File: config.mk
export PLATFORM = sky130hd
export DESIGN_NAME = hdrt_dma_timing
export DESIGN_NICKNAME = d
export VERILOG_FILES = /design/src/core/hdrt_pkg.sv /design/src/core/hdrt_dma_timing.sv
export VERILOG_INCLUDE_DIRS = /design/src /design/src/core
export SDC_FILE = /design/constraint.sdc
export NUM_CORES = 1
export LEC_CHECK = 0
export ABC_AREA = 1
export BUFFER_PORTS_ARGS = -buffer_cell sky130_fd_sc_hd__buf_2
export CAP_MARGIN = 20
export CORE_UTILIZATION = 34
export DETAILED_ROUTE_END_ITERATION = 8
export HOLD_SLACK_MARGIN = 0.05
export PLACE_DENSITY_LB_ADDON = 0.15
export SYNTH_ARGS = -nofsm -noshare
export SYNTH_HDL_FRONTEND = slang
export SYNTH_SLANG_ARGS = --single-unit
export TNS_END_PERCENT = 20
File: constraint.sdc
create_clock -name ref_clk_i -period 2.85 [get_ports ref_clk_i]
set_input_delay 0.285 -clock ref_clk_i [delete_from_list [all_inputs] [get_ports ref_clk_i]]
set_output_delay 0.285 -clock ref_clk_i [all_outputs]
set_load 0.05 [all_outputs]
File: src/core/hdrt_params.svh
`ifndef HDRT_PARAMS_SVH
`define HDRT_PARAMS_SVH

`define HDRT_CLK_PERIOD_NS   50
`define HDRT_ARB_PERIOD_NS   100
`define HDRT_ARB_PERIODS     4
`define HDRT_REQ_DELAY_CYC   ((`HDRT_ARB_PERIODS * `HDRT_ARB_PERIOD_NS + `HDRT_CLK_PERIOD_NS - 1) \
                              / `HDRT_CLK_PERIOD_NS)
`define HDRT_GATE_SHORT_NS   350
`define HDRT_GATE_LONG_NS    750
`define HDRT_GATE_SHORT_CYC  ((`HDRT_GATE_SHORT_NS + `HDRT_CLK_PERIOD_NS - 1) / `HDRT_CLK_PERIOD_NS)
`define HDRT_GATE_LONG_CYC   ((`HDRT_GATE_LONG_NS + `HDRT_CLK_PERIOD_NS - 1) / `HDRT_CLK_PERIOD_NS)
`define HDRT_TIM_TICK_NS     1000
`define HDRT_TIM_TICK_CYC    (`HDRT_TIM_TICK_NS / `HDRT_CLK_PERIOD_NS)
`define HDRT_RD_DLY1_NS      15
`define HDRT_RD_DLY2_NS      10
`define HDRT_RD_DLY1_CYC     ((`HDRT_RD_DLY1_NS + `HDRT_CLK_PERIOD_NS - 1) / `HDRT_CLK_PERIOD_NS)
`define HDRT_RD_DLY2_CYC     ((`HDRT_RD_DLY2_NS + `HDRT_CLK_PERIOD_NS - 1) / `HDRT_CLK_PERIOD_NS)
`define HDRT_MODE_SINGLE     2'h0
`define HDRT_MODE_DEMAND     2'h1
`define HDRT_MODE_GATE_TIM   2'h2
`define HDRT_MODE_GATE_CYC   2'h3
`define HDRT_MODE_POS        3
`define HDRT_ADDR_DATA       3'h4
`define HDRT_ADDR_DIAGNOSTIC_STATUS_REG       3'h1
`define HDRT_ADDR_NEXT_NODE  3'h7

`endif

File: src/core/hdrt_pkg.sv
package hdrt_pkg;

  typedef struct packed {
    logic       dma_request_enable;
    logic [1:0] dma_transfer_mode_sel;
    logic       request_polarity_sel;
    logic       count_input_polarity_sel;
    logic       count_limit_msb;
    logic [7:0] dma_count;
    logic       gate_time_sel;
    logic       dma_done_irq_mask;
  } hdrt_dma_cfg_t;

  typedef struct packed {
    logic [2:0] host_reg_addr;
    logic       chip_select_n;
    logic       host_read_strobe_n;
    logic       host_write_strobe_n;
    logic       data_strobe_n;
    logic       dir_read;
    logic       ds_mode;
  } hdrt_host_bus_t;

  typedef struct packed {
    logic       diagnostic_status_reg_clear;
    logic       ram_arb_start;
    logic       next_node_read;
  } hdrt_rd_pulse_t;

endpackage : hdrt_pkg

File: src/core/hdrt_dma_timing.sv
`timescale 1ns/1ps
`include "hdrt_params.svh"

module hdrt_dma_timing #(
  parameter int CNT_W = 9
) (
  input  wire logic                   ref_clk_i,
  input  wire logic                   rst_n_i,
  input  wire hdrt_pkg::hdrt_dma_cfg_t cfg_i,
  input  wire logic                   ptr_low_write_i,
  input  wire logic                   fast_bus_timing_pin_i,
  input  wire logic                   fast_read_enable_bit_i,
  input  wire logic                   dma_ack_in_n_i,
  input  wire logic                   terminal_count_in_i,
  input  wire hdrt_pkg::hdrt_host_bus_t host_i,
  output logic                        dma_request_out_o,
  output logic                        dma_done_irq_o,
  output logic                        dma_active_o,
  output logic                        fast_read_active_o,
  output logic                        fast_write_active_o,
  output logic [2:0]                  rd_data_addr_o,
  output logic                        rd_data_sel_o,
  output hdrt_pkg::hdrt_rd_pulse_t    rd_pulse_o
);
  import hdrt_pkg::*;

  localparam int DLY_W = 5;

  typedef enum logic [5:0] {
    HDRT_IDLE  = 6'h01,
    HDRT_WAIT  = 6'h02,
    HDRT_REQ   = 6'h04,
    HDRT_ACKED = 6'h08,
    HDRT_HOLD  = 6'h10,
    HDRT_FIN   = 6'h20
  } hdrt_state_t;

  function automatic hdrt_rd_pulse_t decode_read(input logic [2:0] addr, input logic cs_n);
    hdrt_rd_pulse_t p;
    p.diagnostic_status_reg_clear     = !cs_n && (addr == `HDRT_ADDR_DIAGNOSTIC_STATUS_REG);
    p.ram_arb_start  = !cs_n && (addr == `HDRT_ADDR_DATA);
    p.next_node_read = !cs_n && (addr == `HDRT_ADDR_NEXT_NODE);
    return p;
  endfunction : decode_read

  // ---------------------------------------------------------------
  // reset release and input synchronisers
  // ---------------------------------------------------------------
  logic [1:0] rst_sync_q;
  logic       rst_n;

  always_ff @(posedge ref_clk_i or negedge rst_n_i) begin
    if (!rst_n_i) begin
      rst_sync_q <= 2'h0;
    end else begin
      rst_sync_q <= {rst_sync_q[0], 1'b1};
    end
  end
  assign rst_n = rst_sync_q[1];

  // raw pins: ack, tc, rd, wr, cs, addr[2:0], fast pin
  localparam int SYN_W = 9;
  logic [SYN_W-1:0] pin_raw;
  logic [SYN_W-1:0] syn1_q;
  logic [SYN_W-1:0] syn2_q;
  logic             rd_raw_n;
  logic             wr_raw_n;

  // direction/data-strobe hosts read while dir is high, write while low
  assign rd_raw_n = host_i.ds_mode ? (host_i.data_strobe_n || !host_i.dir_read)
                                   : host_i.host_read_strobe_n;
  assign wr_raw_n = host_i.ds_mode ? (host_i.data_strobe_n || host_i.dir_read)
                                   : host_i.host_write_strobe_n;
  assign pin_raw = {fast_bus_timing_pin_i, host_i.host_reg_addr, host_i.chip_select_n,
                    wr_raw_n, rd_raw_n, terminal_count_in_i, dma_ack_in_n_i};

  genvar gi;
  generate
    for (gi = 0; gi < SYN_W; gi++) begin : g_sync
      always_ff @(posedge ref_clk_i or negedge rst_n) begin
        if (!rst_n) begin
          syn1_q[gi] <= 1'b1;
          syn2_q[gi] <= 1'b1;
        end else begin
          syn1_q[gi] <= pin_raw[gi];
          syn2_q[gi] <= syn1_q[gi];
        end
      end
    end
  endgenerate

  logic       ack_act;
  logic       tc_act;
  logic       rd_n;
  logic       wr_n;
  logic       cs_n;
  logic [2:0] addr;
  logic       strobe_act;

  assign ack_act    = !syn2_q[0];
  assign tc_act     = syn2_q[1] ^ cfg_i.count_input_polarity_sel;
  assign rd_n       = syn2_q[2];
  assign wr_n       = syn2_q[3];
  assign cs_n       = syn2_q[4];
  assign addr       = syn2_q[7:5];
  assign strobe_act = !rd_n || !wr_n;

  // ---------------------------------------------------------------
  // request state machine
  // ---------------------------------------------------------------
  hdrt_state_t state_q;
  hdrt_state_t state_d;
  logic [DLY_W-1:0] dly_q;
  logic [CNT_W-1:0] xfer_q;
  logic [CNT_W-1:0] tc_limit;
  logic [7:0]       burst_q;
  logic [DLY_W-1:0] tick_q;
  logic             xfer_prev_q;
  logic             xfer_now;
  logic             xfer_pulse;
  logic             single_m;
  logic             gated_m;
  logic             int_tc;
  logic             end_hit;
  logic             refresh_hit;
  logic [DLY_W-1:0] gate_cyc;

  assign single_m   = cfg_i.dma_transfer_mode_sel == `HDRT_MODE_SINGLE;
  assign gated_m    = cfg_i.dma_transfer_mode_sel[1];
  assign xfer_now   = ack_act && strobe_act;
  assign xfer_pulse = xfer_now && !xfer_prev_q;
  assign tc_limit   = {cfg_i.count_limit_msb, cfg_i.dma_count};
  assign int_tc     = !gated_m && xfer_pulse && (xfer_q + 9'h001 == tc_limit);
  // single mode needs the strobe alongside tc; demand takes tc under ack alone
  assign end_hit    = ack_act && (int_tc || (tc_act && (!single_m || strobe_act)));
  assign refresh_hit = gated_m && (burst_q >= cfg_i.dma_count) && (cfg_i.dma_count != 8'h00);
  assign gate_cyc   = cfg_i.gate_time_sel ? DLY_W'(`HDRT_GATE_LONG_CYC)
                                          : DLY_W'(`HDRT_GATE_SHORT_CYC);

  always_comb begin
    state_d = state_q;
    case (state_q)
      HDRT_IDLE: begin
        if (ptr_low_write_i && cfg_i.dma_request_enable) begin
          state_d = HDRT_WAIT;
        end
      end
      HDRT_WAIT: begin
        if (dly_q == DLY_W'(`HDRT_REQ_DELAY_CYC - 1)) begin
          state_d = HDRT_REQ;
        end
      end
      HDRT_REQ: begin
        if (end_hit) begin
          state_d = HDRT_FIN;
        end else if (single_m && xfer_now) begin
          state_d = HDRT_ACKED;
        end else if (refresh_hit) begin
          state_d = HDRT_HOLD;
        end
      end
      HDRT_ACKED: begin
        if (end_hit) begin
          state_d = HDRT_FIN;
        end else if (!xfer_now) begin
          state_d = HDRT_REQ;
        end
      end
      HDRT_HOLD: begin
        if (end_hit) begin
          state_d = HDRT_FIN;
        end else if (!ack_act && dly_q >= gate_cyc - DLY_W'(1)) begin
          state_d = HDRT_REQ;
        end
      end
      HDRT_FIN: begin
        if (!ack_act) begin
          state_d = HDRT_IDLE;
        end
      end
      default: state_d = HDRT_IDLE;
    endcase
  end

  always_ff @(posedge ref_clk_i or negedge rst_n) begin
    if (!rst_n) begin
      state_q <= HDRT_IDLE;
    end else begin
      state_q <= state_d;
    end
  end

  // shared delay counter: request delay, then gate time after ack release
  always_ff @(posedge ref_clk_i or negedge rst_n) begin
    if (!rst_n) begin
      dly_q <= '0;
    end else if (state_q != state_d) begin
      dly_q <= '0;
    end else if ((state_q == HDRT_WAIT) || (state_q == HDRT_HOLD && !ack_act)) begin
      dly_q <= dly_q + DLY_W'(1);
    end else if (state_q == HDRT_HOLD) begin
      dly_q <= '0;
    end
  end

  always_ff @(posedge ref_clk_i or negedge rst_n) begin
    if (!rst_n) begin
      xfer_prev_q <= 1'b0;
      xfer_q      <= '0;
    end else begin
      xfer_prev_q <= xfer_now;
      if (state_q == HDRT_IDLE) begin
        xfer_q <= '0;
      end else if (xfer_pulse) begin
        xfer_q <= xfer_q + CNT_W'(1);
      end
    end
  end

  // burst length: timer ticks or transfer cycles, cleared at each burst start
  always_ff @(posedge ref_clk_i or negedge rst_n) begin
    if (!rst_n) begin
      burst_q <= 8'h00;
      tick_q  <= '0;
    end else if (state_q != HDRT_REQ) begin
      burst_q <= 8'h00;
      tick_q  <= '0;
    end else if (cfg_i.dma_transfer_mode_sel == `HDRT_MODE_GATE_TIM) begin
      if (tick_q == DLY_W'(`HDRT_TIM_TICK_CYC - 1)) begin
        tick_q  <= '0;
        burst_q <= burst_q + 8'h01;
      end else begin
        tick_q <= tick_q + DLY_W'(1);
      end
    end else if (xfer_pulse) begin
      burst_q <= burst_q + 8'h01;
    end
  end

  // ---------------------------------------------------------------
  // request pin and completion interrupt
  // ---------------------------------------------------------------
  always_ff @(posedge ref_clk_i or negedge rst_n) begin
    if (!rst_n) begin
      dma_request_out_o <= 1'b0;
      dma_done_irq_o    <= 1'b0;
      dma_active_o      <= 1'b0;
    end else begin
      dma_request_out_o <= (state_d == HDRT_REQ) ^ cfg_i.request_polarity_sel;
      dma_done_irq_o    <= (state_q == HDRT_FIN) && (state_d == HDRT_IDLE)
                           && cfg_i.dma_done_irq_mask;
      dma_active_o      <= state_d != HDRT_IDLE;
    end
  end

  // ---------------------------------------------------------------
  // host read timing
  // ---------------------------------------------------------------
  logic [1:0]     rd_dly_q;
  logic [2:0]     addr_smp_q;
  logic           cs_smp_q;
  logic           rd_prev_q;
  logic           fast_rd;
  hdrt_rd_pulse_t pulse_d;

  assign fast_rd = !syn2_q[8] || fast_read_enable_bit_i;

  // falling edges are delayed one stage each, the rising edge clears both at once
  always_ff @(posedge ref_clk_i or negedge rst_n) begin
    if (!rst_n) begin
      rd_dly_q <= 2'h0;
      rd_prev_q <= 1'b0;
    end else begin
      rd_prev_q <= !rd_n;
      if (rd_n) begin
        rd_dly_q <= 2'h0;
      end else begin
        rd_dly_q <= {rd_dly_q[0], 1'b1};
      end
    end
  end

  always_ff @(posedge ref_clk_i or negedge rst_n) begin
    if (!rst_n) begin
      addr_smp_q <= 3'h0;
      cs_smp_q   <= 1'b1;
    end else if (!rd_n && !rd_dly_q[0]) begin
      addr_smp_q <= addr;
      cs_smp_q   <= cs_n;
    end
  end

  // fast path fires once the first delayed stage is set, before the second, with the captured address;
  // normal timing trusts the live address at the strobe edge
  always_comb begin
    pulse_d = '0;
    if (fast_rd) begin
      if (rd_dly_q[0] && !rd_dly_q[1] && !rd_n) begin
        pulse_d = decode_read(addr_smp_q, cs_smp_q);
      end
    end else if (!rd_n && !rd_prev_q) begin
      pulse_d = decode_read(addr, cs_n);
    end
  end

  always_ff @(posedge ref_clk_i or negedge rst_n) begin
    if (!rst_n) begin
      rd_pulse_o          <= '0;
      rd_data_addr_o      <= 3'h0;
      rd_data_sel_o       <= 1'b0;
      fast_read_active_o  <= 1'b0;
      fast_write_active_o <= 1'b0;
    end else begin
      rd_pulse_o          <= pulse_d;
      rd_data_addr_o      <= addr;
      rd_data_sel_o       <= !rd_n && !cs_n;
      fast_read_active_o  <= fast_rd;
      fast_write_active_o <= !syn2_q[8];
    end
  end

endmodule : hdrt_dma_timing

==> impl_metrics.toml <==
[run_status]
status = "completed"

[grt]
grt.total_usage_pct = 15.9
overflow = 0
grt_max_degree = 37
grt_pass1_vias = 3085
antenna_found_initial = 0
grt_pass1_wl_um = 14100

[finish]
antennaDiodeCount = 0
final_cell_count_no_fill = 643
fillers = 1060
final_util_pct = 41.8
final_area_mm2 = 0.00439
syn_to_final_growth_pct = 17.4
layout-drive-gt1-share_pct = 22.7
nets = 548

[logic_synthesis]
netlist_instances = 439
syn_nets = 485
syn_avg_cell_area_um2 = 8.52
synth_top_area_share_pct = 34.8
synth.yosys.seq_area_share_pct = 48.9
synthTopCellsByArea = "dfrtp_1 35%, dfstp_2 14%, nand2_1 8.7%"
async_flop_share_pct = 100
synth.distinct_cells = 42
synth_ff_type = "dfrtp_1"
synth_edf_count = 0
yosys_warnings = 0
syn_area_mm2 = 0.00374
yosysTopAreaCell = "dfrtp_1"
synth_seq_cells = 72

[sta]
post-route-period-util_pct = 85.7
finalSetupTns_ns = 0
rsz0062_at_grt = "false"
hold_viol_final = 0
worst_pin_slew_ns = 0.787
fin_skew_ns = 0.00947
setup_violations = 0
slew_headroom_pct = 47.5
layout_min_cycle_time_ns = 2.44
drv_slew = 0
hold_ws_ns = 0.106
max_freq_ghz = 0.410
setup_ws_ns = 0.409

[worst_setup_path]
cp_slowest_cell = "dfrtp_1"
cp_top_family = "simple AND/OR/NAND/NOR gates"
reg2reg_to = "dly_q[0]$_DFFE_PN0P_"
worstSetupPathDepth = 18
slowest_delay_ns = 0.53
crit_top_cell = "nand2_1"
ff2ff_path_depth = 18
crit_type = "reg2reg"
crit_buf_inv = 1
path_cells = "ha_1 -> nand2_2 -> nor2_4 -> nand2_2 -> nand2_1 -> nand2_1 -> nand2_1 -> nand2_1 -> nor2_1 -> nand3_1 -> nand2_2 -> nand2_4 -> nand3_1 -> inv_2 -> o21ai_1 -> nor2_4 -> nand4_1 -> nand2_1"
end_kind = "flip-flop"
worstPathRequired_ns = 3.09
endpoint = "dly_q[0]$_DFFE_PN0P_"
cp-start-kind = "flip-flop"
worstPathArrival_ns = 2.68
reg2reg_from = "xfer_q[0]$_DFFE_PN0P_"
cp-startpoint = "xfer_q[0]$_DFFE_PN0P_"
crit_fanout = 10
r2r_slack_ns = 0.41

[floorplanning]
die_x_um = 107
dieHeight_um = 107
initial_core_util_pct = 35.6
core_mm2 = 0.0105
dieArea_mm2 = 0.0114
row_count = 37
io_pins = 44

[drt]
wirelength_um = 8220
drt-pass1-iter-count = 6
routed_via_density = 4.82
post_drt_wl_per_cell_um = 12.8
vias = 3097
ant_nets = 0
drc_errors = 0
drtIter0Drc = 80

[placed_design]
portBuffers = 43
hpwl_um = 6260
place_area_mm2 = 0.00414
place_inst = 619
gp_congestion = 0.865
pre_cts_slack_ns = 0.437

[clock_tree]
cts_made_buffers = 9
clockBufferDepth = 2
cts.sinks = 72
htree_num_levels = 3
clk_pin_slew_ns = 0.08
cts_tree = "yes"
clock-root-buffer = "clkbuf_8"
clk_latency_ns = 0.35

[power_and_ir_drop]
power_frac_seq_pct = 49.2
p_sw_mw = 0.794
pwr-share-comb_pct = 20.2
p_clk_share_pct = 30.6
power.internal_mw = 1.57
totalPowerFinal_mw = 2.36
p_sw_share_pct = 33.7
peakVddDrop_v = 0.000298
p_leak_nw = 2.16
powerDensity_mw_per_mm2 = 538

[hold_path]
hold_depth = 2
worstHoldPathType = "in2reg"
hold_start = "host_i[1]"

[job]
max_cap_violations = 0
[timing repair]
action,CTS,global route
hold buffers,8,0
gates resized for setup,0,0
hold endpoints to repair,9,0
setup buffers,0,0
[placed cells by master, fill, tap and decap left out, types with 5 or more instances in the layout]
cell type      instances
a21oi_1               12
buf_2                 43
clkbuf_8               9
dfrtp_1               51
dfstp_2               20
dlygate4sd3_1          8
ha_1                  14
inv_1                 63
inv_2                  8
nand2_1               87
nand2_2                5
nand3_1               34
nand4_1               16
nor2_1                44
nor3_1                11
o21ai_0               19
o22ai_1                7
xor2_1                 6
[Yosys cell counts (2+ instances only)]
master    instances
inv_2             8
nand3_2           2
nor2_4            2
dfrtp_1          52
nor3_1           11
nor4_1            2
o211ai_1          2
nand3_1          34
a21oi_1          12
o21ai_1           2
o21ai_2           2
nor2_2            2
a22o_1            2
nand2_2           5
o22ai_1           7
o21ai_0          19
nand2_1          87
xor2_1            6
nor3_2            3
inv_1            63
nand4_1          16
nand2_4           3
ha_1             14
nand4_2           2
nor2_1           44
dfstp_2          20
nand3_4           2
[flip-flops by register name, summed over array words and instances (netlist names), 2 cells and up]
signal and count:
syn2_q 3, rd_data_addr_o 3, tick_q 5, dly_q 5, xfer_q 9, rd_pulse_o 3, burst_q 8, addr_smp_q 3
addr 3, syn1_q 9, rst_sync_q 2, state_q 6, rd_dly_q 2
[layout make-up]
class / count / area (um^2) / share of cell area [%]
clock inverter: 6 / 45.0 / 1.03
multi-input combinational: 295 / 1640 / 37.4
sequential: 72 / 1830 / 41.7
inverter: 71 / 267 / 6.07
clock buffer: 10 / 128 / 2.91
tap: 136 / 170 / 3.88
timing repair buffer: 53 / 310 / 7.07
[how the worst min path moves through the flow]
stage / to
after floorplan: rst_sync_q[0]$_DFF_PN0_
after global placement: rst_sync_q[0]$_DFF_PN0_
after detailed placement: rst_sync_q[0]$_DFF_PN0_
after CTS: syn1_q[2]$_DFF_PN1_
after global routing: dma_request_out_o$_DFF_PN0_
final: syn1_q[2]$_DFF_PN1_
[kinds of logic (layout without fill, tap and decap cells)]
kind of cell / after synthesis / in the layout / share of synthesized area (%)
buffers and inverters: 72 / 140 / 7.26
XOR/XNOR: 7 / 7 / 1.64
AO/OA/AOI/OAI: 54 / 54 / 8.60
adder cells (fa/ha/maj): 14 / 14 / 4.69
other: 1 / 1 / 0.100
flip-flops: 72 / 72 / 48.9
AND/OR/NAND/NOR: 219 / 219 / 28.8
[routing by layer]
layer	wire length (um)	GRT usage [%]	vias up
met4	83	5.58	0
met5	0	0	-
li1	-	-	1564
met1	3750	19.6	1459
met2	4060	26.9	67
met3	323	3.95	7
[power by group through the flow]
| stage | logic, mW | registers (mW) | clock network [mW] |
|---|---|---|---|
| 2_1_floorplan | 0.308 | 1.21 | 0 |
| 3_3_place_gp | 0.467 | 1.18 | 0 |
| 3_5_place_dp | 0.473 | 1.18 | 0 |
| 4_1_cts | 0.482 | 1.16 | 0.761 |
| 5_1_grt | 0.532 | 1.17 | 0.794 |
| 6_report | 0.477 | 1.16 | 0.721 |
(Power assumes the default switching activity.)
